<file path="config.mk">
export PLATFORM = sky130hd
export DESIGN_NAME = lin_otp_settings_readback
export DESIGN_NICKNAME = d
export VERILOG_FILES = /design/src/lin_otp_pkg.sv /design/src/lin_otp_settings_readback.sv
export VERILOG_INCLUDE_DIRS = /design/src
export SDC_FILE = /design/constraint.sdc
export NUM_CORES = 1
export LEC_CHECK = 0
export BUFFER_PORTS_ARGS = -buffer_cell sky130_fd_sc_hd__clkbuf_2
export CAP_MARGIN = 20
export CORE_ASPECT_RATIO = 1.5
export CORE_UTILIZATION = 27
export CTS_CLUSTER_SIZE = 16
export DETAILED_ROUTE_END_ITERATION = 8
export GPL_TIMING_DRIVEN = 0
export HOLD_SLACK_MARGIN = 0.12
export PLACE_DENSITY = 0.48
export SYNTH_ARGS = -nofsm -noshare
export SYNTH_HDL_FRONTEND = slang
export SYNTH_SLANG_ARGS = --single-unit
</file>
<file path="constraint.sdc">
create_clock -name mclk_in -period 28.5 [get_ports mclk_in]
set_clock_uncertainty 0.15 [all_clocks]
set_input_delay 7.125 -clock mclk_in [delete_from_list [all_inputs] [get_ports mclk_in]]
set_output_delay 7.125 -clock mclk_in [all_outputs]
set_load 0.02 [all_outputs]
</file>
<file path="src/lin_otp_params.svh">
// Frame constants, register offsets and reset values of the settings readback block
`ifndef LIN_OTP_PARAMS_SVH
`define LIN_OTP_PARAMS_SVH
`define LOT_ID_MASTER_REQ  8'h3C
`define LOT_PID_SLAVE_RESP 8'h7D
`define LOT_APP_CMD        8'h80
`define LOT_CODE_FIRST     7'h04
`define LOT_CODE_SECOND    7'h05
`define LOT_FILL           8'hFF
`define LOT_FRAME_BYTES    4'h9
`define LOT_LAST_IDX       4'h8
`define LOT_REG_CTRL       4'h0
`define LOT_REG_STATUS     4'h4
`define LOT_CTRL_RST       8'h01
`define LOT_STAT_CSUM_ERR  2
`endif

</file>
<file path="src/lin_otp_pkg.sv">
// Types shared by the settings readback block
`default_nettype none
package lin_otp_pkg;
	typedef struct packed {
		logic [5:0] node_address;
		logic       low_rate;
		logic       diagnostics_off_fuse;
		logic       default_setting;
		logic       error_report_off;
		logic       thermal_warning_level;
		logic       otp_lock_first;
		logic       commands_disable_fuse;
		logic [7:0] a11;
		logic [7:0] a12;
		logic [7:0] a13;
		logic [7:0] a21;
		logic [7:0] a22;
		logic [7:0] a23;
		logic [7:0] a31;
		logic [7:0] a32;
		logic [7:0] a33;
		logic       otp_lock_second;
		logic       modulation_rate_select;
		logic       thermal_control_enable;
		logic [3:0] group_number;
	} otp_settings_t;

	typedef struct packed {
		logic       valid;
		logic [7:0] data;
	} lin_beat_t;
endpackage
`default_nettype wire

</file>
<file path="src/lin_otp_settings_readback.sv">
// Settings readback command pair: request decode and in-frame response
//
// The strobed register port and the placing of the registers are this design's own decisions.
`default_nettype none
`include "lin_otp_params.svh"

// Contract
// - Codes 0x04/0x05, address with top ones, 0xFF fill
// - Request on 0x3C with 0x80, reply on 0x7D
// - Classic checksum over data bytes only
// - First reply: address, rate, diagnostics, ones
// - First reply bytes 4 and 5 fields
// - First reply bytes 6-8 are a11-a13
// - Disable fuse makes device ignore this command
module lin_otp_settings_readback (
	input  wire logic                        mclk_in,
	input  wire logic                        nrst_in,
	input  wire logic                        ce_in,
	input  wire lin_otp_pkg::otp_settings_t  otp_in,
	input  wire logic                        hdr_valid_in,
	input  wire logic [7:0]                  hdr_id_in,
	input  wire lin_otp_pkg::lin_beat_t      rx_in,
	input  wire logic                        tx_ready_in,
	output logic                             tx_valid_out,
	output logic [7:0]                       tx_byte_out,
	input  wire logic [3:0]                  reg_addr_in,
	input  wire logic [7:0]                  reg_wdata_in,
	input  wire logic                        reg_we_in,
	input  wire logic                        reg_re_in,
	output logic [7:0]                       reg_rdata_out
);
	logic       rx_active_reg;
	logic [3:0] rx_idx_reg;
	logic [7:0] rx_sum_reg;
	logic [7:0] rx_app_reg;
	logic [7:0] rx_code_reg;
	logic [7:0] rx_addr_reg;
	logic       armed_reg;
	logic       half_reg;
	logic       tx_active_reg;
	logic [3:0] tx_idx_reg;
	logic [7:0] tx_byte_reg;
	logic [7:0] tx_sum_reg;
	logic [7:0] ctrl_reg;
	logic       csum_err_reg;
	logic [7:0] rdata_reg;
	logic [7:0] resp [0:8];
	logic       req_hdr;
	logic       resp_hdr;
	logic       rx_last;
	logic       req_ok;
	logic       csum_ok;
	logic       tx_step;

	function automatic logic [7:0] classic_add(input logic [7:0] acc, input logic [7:0] b);
		logic [8:0] t;
		t = {1'b0, acc} + {1'b0, b};
		return t[7:0] + {7'h00, t[8]};
	endfunction

	assign req_hdr  = ce_in && hdr_valid_in && (hdr_id_in == `LOT_ID_MASTER_REQ);
	assign resp_hdr = ce_in && hdr_valid_in && (hdr_id_in == `LOT_PID_SLAVE_RESP);
	assign rx_last  = ce_in && rx_active_reg && rx_in.valid && (rx_idx_reg == `LOT_LAST_IDX);
	assign csum_ok  = (~rx_sum_reg == rx_in.data);
	// Command byte, code, address and checksum are checked; fill bytes are tolerated
	assign req_ok   = csum_ok && (rx_app_reg == `LOT_APP_CMD)
		&& ((rx_code_reg == {1'b1, `LOT_CODE_FIRST}) || (rx_code_reg == {1'b1, `LOT_CODE_SECOND}))
		&& (rx_addr_reg == {2'b11, otp_in.node_address}) && !otp_in.commands_disable_fuse;
	assign tx_step  = ce_in && tx_active_reg && tx_ready_in;

	// Reply image; the checksum entry covers data bytes only
	always_comb begin
		logic [7:0] acc;
		acc = 8'h00;
		resp[0] = {2'b11, otp_in.node_address};
		if (!half_reg) begin
			resp[1] = {6'h3F, otp_in.low_rate, otp_in.diagnostics_off_fuse};
			resp[2] = `LOT_FILL;
			resp[3] = {otp_in.default_setting, otp_in.error_report_off, otp_in.thermal_warning_level, 5'h1F};
			resp[4] = {otp_in.otp_lock_first, otp_in.commands_disable_fuse, otp_in.node_address};
			resp[5] = otp_in.a11;
			resp[6] = otp_in.a12;
			resp[7] = otp_in.a13;
		end else begin
			resp[1] = otp_in.a21;
			resp[2] = otp_in.a22;
			resp[3] = otp_in.a23;
			resp[4] = otp_in.a31;
			resp[5] = otp_in.a32;
			resp[6] = otp_in.a33;
			resp[7] = {otp_in.otp_lock_second, otp_in.modulation_rate_select, 1'b1,
				otp_in.thermal_control_enable, otp_in.group_number};
		end
		for (int i = 0; i < 8; i++) begin
			acc = classic_add(acc, resp[i]);
		end
		resp[8] = ~acc;
	end

	// Request reception; any new header abandons a partial request
	always_ff @(posedge mclk_in or negedge nrst_in) begin
		if (!nrst_in) begin
			rx_active_reg <= 1'b0;
			rx_idx_reg    <= 4'h0;
			rx_sum_reg    <= 8'h00;
			rx_app_reg    <= 8'h00;
			rx_code_reg   <= 8'h00;
			rx_addr_reg   <= 8'h00;
		end else if (ce_in) begin
			if (hdr_valid_in) begin
				rx_active_reg <= req_hdr && ctrl_reg[0];
				rx_idx_reg    <= 4'h0;
				rx_sum_reg    <= 8'h00;
			end else if (rx_active_reg && rx_in.valid) begin
				rx_idx_reg <= rx_idx_reg + 4'h1;
				rx_sum_reg <= classic_add(rx_sum_reg, rx_in.data);
				if (rx_idx_reg == 4'h0) begin
					rx_app_reg <= rx_in.data;
				end
				if (rx_idx_reg == 4'h1) begin
					rx_code_reg <= rx_in.data;
				end
				if (rx_idx_reg == 4'h2) begin
					rx_addr_reg <= rx_in.data;
				end
				if (rx_idx_reg == `LOT_LAST_IDX) begin
					rx_active_reg <= 1'b0;
				end
			end
		end
	end

	// Arming and half selection; a response header always consumes the arm
	always_ff @(posedge mclk_in or negedge nrst_in) begin
		if (!nrst_in) begin
			armed_reg <= 1'b0;
			half_reg  <= 1'b0;
		end else if (ce_in) begin
			if (resp_hdr) begin
				armed_reg <= 1'b0;
			end else if (rx_last) begin
				armed_reg <= req_ok;
				if (req_ok) begin
					half_reg <= (rx_code_reg[6:0] == `LOT_CODE_SECOND);
				end
			end
		end
	end

	// Response transmission, one byte per accepted ready
	always_ff @(posedge mclk_in or negedge nrst_in) begin
		if (!nrst_in) begin
			tx_active_reg <= 1'b0;
			tx_idx_reg    <= 4'h0;
			tx_byte_reg   <= 8'h00;
		end else if (ce_in) begin
			if (hdr_valid_in) begin
				tx_active_reg <= resp_hdr && armed_reg && ctrl_reg[0];
				tx_idx_reg    <= 4'h0;
				tx_byte_reg   <= resp[0];
			end else if (tx_step) begin
				if (tx_idx_reg == `LOT_LAST_IDX) begin
					tx_active_reg <= 1'b0;
				end else begin
					tx_idx_reg  <= tx_idx_reg + 4'h1;
					tx_byte_reg <= resp[tx_idx_reg + 4'h1];
				end
			end
		end
	end

	assign tx_valid_out = tx_active_reg;
	assign tx_byte_out  = tx_byte_reg;

	// Control register; bit 0 enables the command
	always_ff @(posedge mclk_in or negedge nrst_in) begin
		if (!nrst_in) begin
			ctrl_reg <= `LOT_CTRL_RST;
		end else if (ce_in && reg_we_in && reg_addr_in == `LOT_REG_CTRL) begin
			ctrl_reg <= reg_wdata_in;
		end
	end

	// Sticky checksum error; a new error wins over a write-one clear
	always_ff @(posedge mclk_in or negedge nrst_in) begin
		if (!nrst_in) begin
			csum_err_reg <= 1'b0;
		end else if (ce_in) begin
			if (rx_last && !csum_ok) begin
				csum_err_reg <= 1'b1;
			end else if (reg_we_in && reg_addr_in == `LOT_REG_STATUS && reg_wdata_in[`LOT_STAT_CSUM_ERR]) begin
				csum_err_reg <= 1'b0;
			end
		end
	end

	always_ff @(posedge mclk_in or negedge nrst_in) begin
		if (!nrst_in) begin
			rdata_reg <= 8'h00;
		end else if (ce_in) begin
			if (reg_re_in && reg_addr_in == `LOT_REG_CTRL) begin
				rdata_reg <= ctrl_reg;
			end else if (reg_re_in && reg_addr_in == `LOT_REG_STATUS) begin
				rdata_reg <= {3'h0, tx_active_reg, rx_active_reg, csum_err_reg, half_reg, armed_reg};
			end else begin
				rdata_reg <= 8'h00;
			end
		end
	end

	assign reg_rdata_out = rdata_reg;

	// Sum of the data bytes really handed over, so the checksum check does not trust the reply image
	always_ff @(posedge mclk_in or negedge nrst_in) begin
		if (!nrst_in) begin
			tx_sum_reg <= 8'h00;
		end else if (ce_in) begin
			if (hdr_valid_in) begin
				tx_sum_reg <= 8'h00;
			end else if (tx_step && tx_idx_reg != `LOT_LAST_IDX) begin
				tx_sum_reg <= classic_add(tx_sum_reg, tx_byte_reg);
			end
		end
	end
endmodule
`default_nettype wire

</file>
==> metrics list, run 1 <==
- Total gr overflow: 0
- CTS placed an instance of sky130_fd_sc_hd__clkbuf_16 at the clock tree root.
* Net count after synthesis: 1034
- Summing all multi-input logic gate instances after layout gives 0.005789 mm².
* Buffer and inverter count on the worst path: 1
- First DRT Iteration DRCs: 270
* Post-CTS setup-driven buffer insertion count: 0
- Counting instances, the worst hold path has a depth of 1.
- Std-Cell Rows: 75
* Number of synthesized flops with an enable pin: 0
- Area taken by flip-flops and latches: 0.001728 mm²
- By area the synthesized netlist is led by sky130_fd_sc_hd__dfrtp_1 22%, sky130_fd_sc_hd__ha_1 14%, sky130_fd_sc_hd__mux2_2 11%.
- For the pin with the worst max-slew slack, the measured transition is 0.8017 ns.
- # placed instances: 1304
* Number of routed nets with antenna violations: 0
* Crit path max fanout: 5
* FF-to-FF End: tx_byte_out[5]$_DFFE_PN0P_
- The net count of the finished layout is 1189.
- Counting the fill cells in the layout gives 2962.
- Number of clock sinks: 69
* Number of resized instances in the post-cts repair step: 0
- Outcome: finished clean
* Fraction of final layout cells sized beyond drive strength 1: 0.2680
* Max-cap viol count: 0
* Achievable clock frequency: 45.86 MHz
- For the final routed database, the setup TNS stands at 0 ns.
* DIE WIDTH: 140.4 µm
- Gate count of the mapped netlist: 814
* Clock slew at the register clock pins of the worst setup and hold paths: 0.05 ns
- After layout, the worst setup slack is 6.696 ns.
- Final worst path period share: 0.7651
- TritonCTS built the clock tree.
- Post-synth ARST share: 1.000
- The path with the worst hold slack has its endpoint at reg_rdata_out[7]$_DFFE_PN0P_.
- The worst hold path begins at ctrl_reg[7]$_DFFE_PN0P_.
- The via count of the first global-routing pass is 7043.
- Non-filler cells, final: 1320
* I/O Buffers: 143
- In this run the count of I/O pins placed on the die edge is 145.
* Clock period minus final worst setup slack: 21.80 ns
* Cell taking the most area after synthesis: sky130_fd_sc_hd__dfrtp_1
- Total standard cell area after synthesis: 0.007762 mm²
- STA puts the critical path data arrival time at 21.90 ns.
* Number of register bits inferred by synthesis: 69
- The floorplan step defined a die boundary enclosing 0.02945 mm².
- The clock tree synthesis step divided the H-tree into 3 levels.
- The worst pin sits at a relative slew slack of 0.4619.
- Vias after detailed routing: 6737
* Post-route DRC: 0
- Placer Congestion: 0.9375
- Before antenna repair, the detailed router went through 4 iterations.
* Routed wire length per instance: 18.60 µm
- Hold Crit Class: flip-flop to flip-flop
- In this run the deepest clock path goes through 2 buffers.
* Required @ worst endpoint: 28.60 ns
* Number of distinct standard cells referenced by the synthesized netlist: 68
- Number of cells on the worst reg-to-reg path: 71
- Worst skew pair latency: 0.33 ns
* Wire length of the first global-routing pass: 37.65 mm
- Mean area per synthesized cell: 9.536 µm²
* Largest net degree at the start of global routing: 54
- Cell type group with the largest total delay on the critical path: adder cells
- Of the post-synthesis cell area, the dominant cell type holds 0.2192.
* Starting utilization of the core area: 0.2757
- Max-slew violation total from the final report: 0
- YS warnings: 0
- The share of the Yosys chip area taken by registers is 0.2226.
- The routed design has 24.55 mm of wire.
* Kind of start point of the critical path: primary input
- In this run the vertical extent of the chip is 209.7 µm.
- The final count of hold timing violations was 0.
* Main flop type after synthesis: sky130_fd_sc_hd__dfrtp_1
- Post-route cell area: 0.009249 mm²
- Kind of capture point of the worst setup path: flip-flop
- The critical path in this run is classified as primary input to flip-flop.
- The initial antenna violation count is 0.
- Average vias per placed instance: 5.104
* Post-Place Worst Slack: 6.361 ns
* DP Area: 0.008941 mm²
* Area growth from synthesis to final layout: 19.15%
- The startpoint identified for the worst register-to-register timing path is half_reg$_DFFE_PN0P_.
- In this run the standard cell core region covers 0.02815 mm².
- Antenna fix cells: 0
- TritonCTS buffer count: 9
- RSZ-0062 raised after global routing: false
* Cts-stage hold buffer count: 0
* Peak per-stage delay on the critical path: 0.49 ns
* CP max-delay cell: sky130_fd_sc_hd__or4_1
- Setup violations remaining at the end of the flow were counted as 0.
- Combined global-route utilization of all metal layers: 0.1681
* Post-DP HPWL: 20.80 mm
- Setup slack on the worst flop-to-flop path: 12.56 ns
* Cell seen most often among critical-path stages: sky130_fd_sc_hd__ha_1
==> kinds of logic after synthesis <==
family / after synthesis / share of synthesized area
muxes: 104 / 0.1649
xor gates and xnor gates: 83 / 0.1056
adders and majority gates: 92 / 0.1560
AOI/OAI and AO/OA: 200 / 0.1715
DFF: 69 / 0.2226
and+or+nand+nor: 208 / 0.1478
buffers and inverters: 58 / 0.03159
==> area by class of cell <==
class | count | share of cell area
flip-flops and latches | 69 | 0.1868
clock buffers | 11 | 0.02516
well taps | 346 | 0.04681
clock inverters | 5 | 0.008117
plain buffers | 21 | 0.01150
multi-input cells | 687 | 0.6259
inverters | 37 | 0.01502
repair buffers | 144 | 0.08063
==> through the flow <==
step	hold WS (ns)	utilization
after global placement	0.3172	0.3165
after CTS	0.3388	0.3285
after global routing	0.3585	0.3285
after floorplan	0.2982	-
final	0.3338	0.3285
after detailed placement	0.3262	0.3176
==> Yosys cell counts (8+ instances only) <==
cell type,n
sky130_fd_sc_hd__a22o_1,14
sky130_fd_sc_hd__a21oi_1,41
sky130_fd_sc_hd__nor2b_1,10
sky130_fd_sc_hd__mux2_2,73
sky130_fd_sc_hd__and2_1,8
sky130_fd_sc_hd__fa_1,8
sky130_fd_sc_hd__inv_1,36
sky130_fd_sc_hd__mux4_2,11
sky130_fd_sc_hd__xor2_1,32
sky130_fd_sc_hd__nand2b_1,22
sky130_fd_sc_hd__a21o_1,13
sky130_fd_sc_hd__ha_1,84
sky130_fd_sc_hd__nand2_1,35
sky130_fd_sc_hd__a211oi_1,14
sky130_fd_sc_hd__dfrtp_1,68
sky130_fd_sc_hd__nor2_1,33
sky130_fd_sc_hd__nand3_1,21
sky130_fd_sc_hd__o21bai_1,11
sky130_fd_sc_hd__clkbuf_1,10
sky130_fd_sc_hd__mux2i_1,18
sky130_fd_sc_hd__nor3_1,12
sky130_fd_sc_hd__o21ai_0,49
sky130_fd_sc_hd__nor3b_1,9
sky130_fd_sc_hd__and3_1,11
sky130_fd_sc_hd__xnor2_1,44
sky130_fd_sc_hd__nand4_1,13
==> layer usage <==
metal  routed length [µm]  GRT usage  up-vias  part of all wire
met3                  747    0.01392       33             0.030
met4                  752    0.06480        0             0.031
met5                    0          0        -                 0
li1                     -          -     3350                 -
met1                 9836     0.1874     3217              0.40
met2                13210     0.3255      137              0.54
==> layout by cell type (no fill, tap or decap), types with 12 or more instances in the layout <==
master,Yosys,layout
sky130_fd_sc_hd__nand2_1,35,35
sky130_fd_sc_hd__a22o_1,14,14
sky130_fd_sc_hd__o21ai_0,49,49
sky130_fd_sc_hd__nor3_1,12,12
sky130_fd_sc_hd__mux2_2,73,73
sky130_fd_sc_hd__clkbuf_1,10,12
sky130_fd_sc_hd__a21oi_1,41,41
sky130_fd_sc_hd__mux2i_1,18,18
sky130_fd_sc_hd__a211oi_1,14,14
sky130_fd_sc_hd__ha_1,84,84
sky130_fd_sc_hd__xnor2_1,44,44
sky130_fd_sc_hd__clkbuf_2,0,142
sky130_fd_sc_hd__xor2_1,32,32
sky130_fd_sc_hd__a21o_1,13,13
sky130_fd_sc_hd__nand4_1,13,13
sky130_fd_sc_hd__nand3_1,21,21
sky130_fd_sc_hd__dfrtp_1,68,68
sky130_fd_sc_hd__nor2_1,33,33
sky130_fd_sc_hd__nand2b_1,22,22
sky130_fd_sc_hd__inv_1,36,36
==> worst max-delay path by stage <==
stage                           from                          to  slack (ns)  cells past startpoint
after global routing      otp_in[84]  tx_byte_out[5]$_DFFE_PN0P_        5.52                     70
after CTS                 otp_in[47]  tx_byte_out[5]$_DFFE_PN0P_        6.63                     69
after floorplan           otp_in[47]  tx_byte_out[5]$_DFFE_PN0P_        8.16                     68
after global placement    otp_in[47]  tx_byte_out[5]$_DFFE_PN0P_        6.39                     69
after detailed placement  otp_in[47]  tx_byte_out[5]$_DFFE_PN0P_        6.36                     69
final                     otp_in[47]  tx_byte_out[5]$_DFFE_PN0P_        6.70                     69
Power of run 1 is not shown: default switching activity piles up to over one toggle a cycle in this logic, so the estimate is an artifact.
==> run 2: changes to the inputs <==
Settings changed: PLACE_DENSITY 0.48 to 0.49.
Clock period 28.5 ns to 19.36 ns, I/O delays scaled along.
==> run 2 against run 1 <==
Hold slack worse by 0.0026 ns. Core utilization up 0.45 points. Setup slack worse by 5.9 ns. Critical path type unchanged. Via count up 0.59%. Register-to-register slack worse by 8.5 ns. Design area up 1.4%. Sequential share of layout area down 0.25 points. First-iteration DRC count unchanged.
==> metrics list, run 2 (synthesized netlist as in run 1, its figures left out) <==
- Outcome: finished clean (unchanged).
* Total met3 wirelength after detailed routing: 754 µm (was 747 µm)
* Vias in the first global route: 6935 (was 7043)
- Clock period minus final worst setup slack: 18.60 ns
- The endpoint arrival time on the critical path is 18.66 ns (was 21.90 ns).
* TritonCTS buffer count: 9 (unchanged)
- The die area is 0.02945 mm² (unchanged).
- CP max-delay cell: sky130_fd_sc_hd__or4_1 (unchanged)
- Maximum buffer depth of the clock tree: 2 (unchanged)
- Worst setup path category: primary input to flip-flop (unchanged)
- The endpoint class of the critical path is a flip-flop (unchanged).
- The width of the chip is 140.4 µm (unchanged).
* Area of the multi-input gates: 0.005889 mm² (was 0.005789 mm²)
* Combined global-route utilization of all metal layers: 0.1692 (was 0.1681)
- First DRT Iteration DRCs: 270 (unchanged)
* Max-cap viol count: 0 (unchanged)
- CTS tree: built (unchanged)
* Final setup violating endpoints: 0 (unchanged)
* Routed wire length per instance: 18.48 µm (was 18.60 µm)
- Post-route cell area: 0.009375 mm² (was 0.009249 mm²)
- Worst skew pair latency: 0.34 ns (was 0.33 ns)
- Die Y: 209.7 µm (unchanged)
* Number of routed nets with antenna violations: 0 (unchanged)
- The summed negative setup slack over all endpoints was 0 ns (unchanged).
- Met2 Wirelength: 13.32 mm (was 13.21 mm)
* Antenna fix cells: 0 (unchanged)
- Largest net degree at the start of global routing: 60 (was 54)
- Crit path max fanout: 5 (unchanged)
- The total via count after detailed routing came to 6777 (was 6737).
- The count of input and output buffers is 143 (unchanged).
- Area taken by flip-flops and latches: 0.001728 mm² (unchanged)
- Final worst path period share: 0.9610
* Placeable Area: 0.02815 mm² (unchanged)
- The biggest cell delay along the critical path came to 0.48 ns (was 0.49 ns).
- Total gr overflow: 0 (unchanged)
- Total iterations of the first detailed-routing run: 5 (was 4)
- Highest layer used for signal routing: met4 (unchanged)
- Most frequent cells in the layout: 142 x sky130_fd_sc_hd__clkbuf_2, 82 x sky130_fd_sc_hd__ha_1, 73 x sky130_fd_sc_hd__mux2_2 (was 142 x sky130_fd_sc_hd__clkbuf_2, 84 x sky130_fd_sc_hd__ha_1, 73 x sky130_fd_sc_hd__mux2_2).
- The most common cell after layout, fill and taps aside was sky130_fd_sc_hd__clkbuf_2 (unchanged).
- The placement row count is 75 (unchanged).
* Hold Crit Class: flip-flop to flip-flop (unchanged)
- The data required time at the worst endpoint came to 19.42 ns (was 28.60 ns).
- Metal-1 WL: 9.793 mm (was 9.836 mm)
- Achievable clock frequency: 53.75 MHz
- Kind of start point of the critical path: primary input (unchanged)
- Area growth from synthesis to final layout: 20.78% (was 19.15%)
* Fraction of final layout cells sized beyond drive strength 1: 0.3004 (was 0.2680)
- Level count of the clock H-tree: 3 (unchanged)
- The number of top-level pins is 145 (unchanged).
- Cts-stage hold buffer count: 0 (unchanged)
- Setup slack on the worst flop-to-flop path: 4.05 ns (was 12.56 ns)
- The root buffer cell is sky130_fd_sc_hd__clkbuf_16 (unchanged).
- Wire length after detailed routing: 24.54 mm (was 24.55 mm)
* Hold violation count in the final report: 0 (unchanged)
* Worst Max-Slew Pin Slew: 0.7684 ns (was 0.8017 ns)
- Number of clock sinks: 69 (unchanged)
* Max-slew violation total from the final report: 0 (unchanged)
* Clock slew at the register clock pins of the worst setup and hold paths: 0.06 ns (was 0.05 ns)
* Antenna violations before repair: 0 (unchanged)
- The worst max-slew margin expressed relative to the limit came to 0.4877 (was 0.4619).
- Number of filler cells placed in the layout: 2953 (was 2962)
- The placer's final routability congestion estimate is 0.9005 (was 0.9375).
- DP Area: 0.008941 mm² (unchanged)
* Post-route DRC: 0 (unchanged)
- Average vias per placed instance: 5.103 (was 5.104)
- Wire length of the first global-routing pass: 37.97 mm (was 37.65 mm)
- Starting utilization of the core area: 0.2757 (unchanged)
- Post-DP HPWL: 20.39 mm (was 20.80 mm)
* Final worst hold slack: 0.3313 ns (was 0.3338 ns)
* Cell seen most often among critical-path stages: sky130_fd_sc_hd__ha_1 (unchanged)
* Number of nets in the layout: 1198 (was 1189)
==> run 2: cell types whose count changed in the layout (fill, tap and decap cells not counted), moves of 6 or more <==
cell                      change
sky130_fd_sc_hd__buf_4        +9
sky130_fd_sc_hd__a21oi_1      -8
sky130_fd_sc_hd__a21oi_2      +7
sky130_fd_sc_hd__o21ai_0      -6
==> run 2: final timing paths <==
check	from	end	cells after the start
worst min-delay path	ctrl_reg[7]$_DFFE_PN0P_	reg_rdata_out[7]$_DFFE_PN0P_	1
min in group asynchronous	nrst_in	ctrl_reg[3]$_DFFE_PN0P_	1
worst min register to register	ctrl_reg[7]$_DFFE_PN0P_	reg_rdata_out[7]$_DFFE_PN0P_	1
max in group asynchronous	nrst_in	ctrl_reg[0]$_DFFE_PN1P_	2
worst max register to register	half_reg$_DFFE_PN0P_	tx_byte_out[6]$_DFFE_PN0P_	73
worst max-delay path	otp_in[47]	tx_byte_out[6]$_DFFE_PN0P_	71
==> run 2: layout make-up <==
cell class | count | share of cell area
multi-input combinational | 687 | 0.6282
clock inverter | 6 | 0.004404
inverter | 37 | 0.01481
timing repair buffer | 153 | 0.08675
sequential | 69 | 0.1843
clock buffer | 9 | 0.02402
tap | 346 | 0.04618
buffer | 21 | 0.01134
==> run 2: worst max-delay path, delay by kind of cell <==
kind	cells	cell delay, ns
adders and majority gates	21	5.62
AOI/OAI and AO/OA	26	4.37
and+or+nand+nor	15	2.29
xor gates and xnor gates	6	1.01
muxes	2	0.41
buffers and inverters	1	0.07
==> run 2: timing repair <==
action | 4_1_cts | 5_1_grt
setup endpoints to repair | 3 | 8
buffers inserted | 0 | 9
gates resized for setup | 2 | 29
pin swaps | 0 | 19
==> run 2: per-layer routing <==
layer | vias up | global-route usage
met3 | 35 | 0.01688
li1 | 3371 | -
met1 | 3225 | 0.1902
met4 | 0 | 0.05684
met2 | 146 | 0.3271
met5 | - | 0
==> run 2: per-stage QoR <==
stage | instances | setup slack (ns) | util
floorplan | 814 | 1.301 | -
global placement | 1303 | -0.4046 | 0.3165
detailed placement | 1304 | -0.4298 | 0.3176
CTS | 1319 | 0.03155 | 0.3274
global route | 1328 | -0.06672 | 0.3330
finish | 1328 | 0.7559 | 0.3330
Power of run 2 is left out for the same reason.
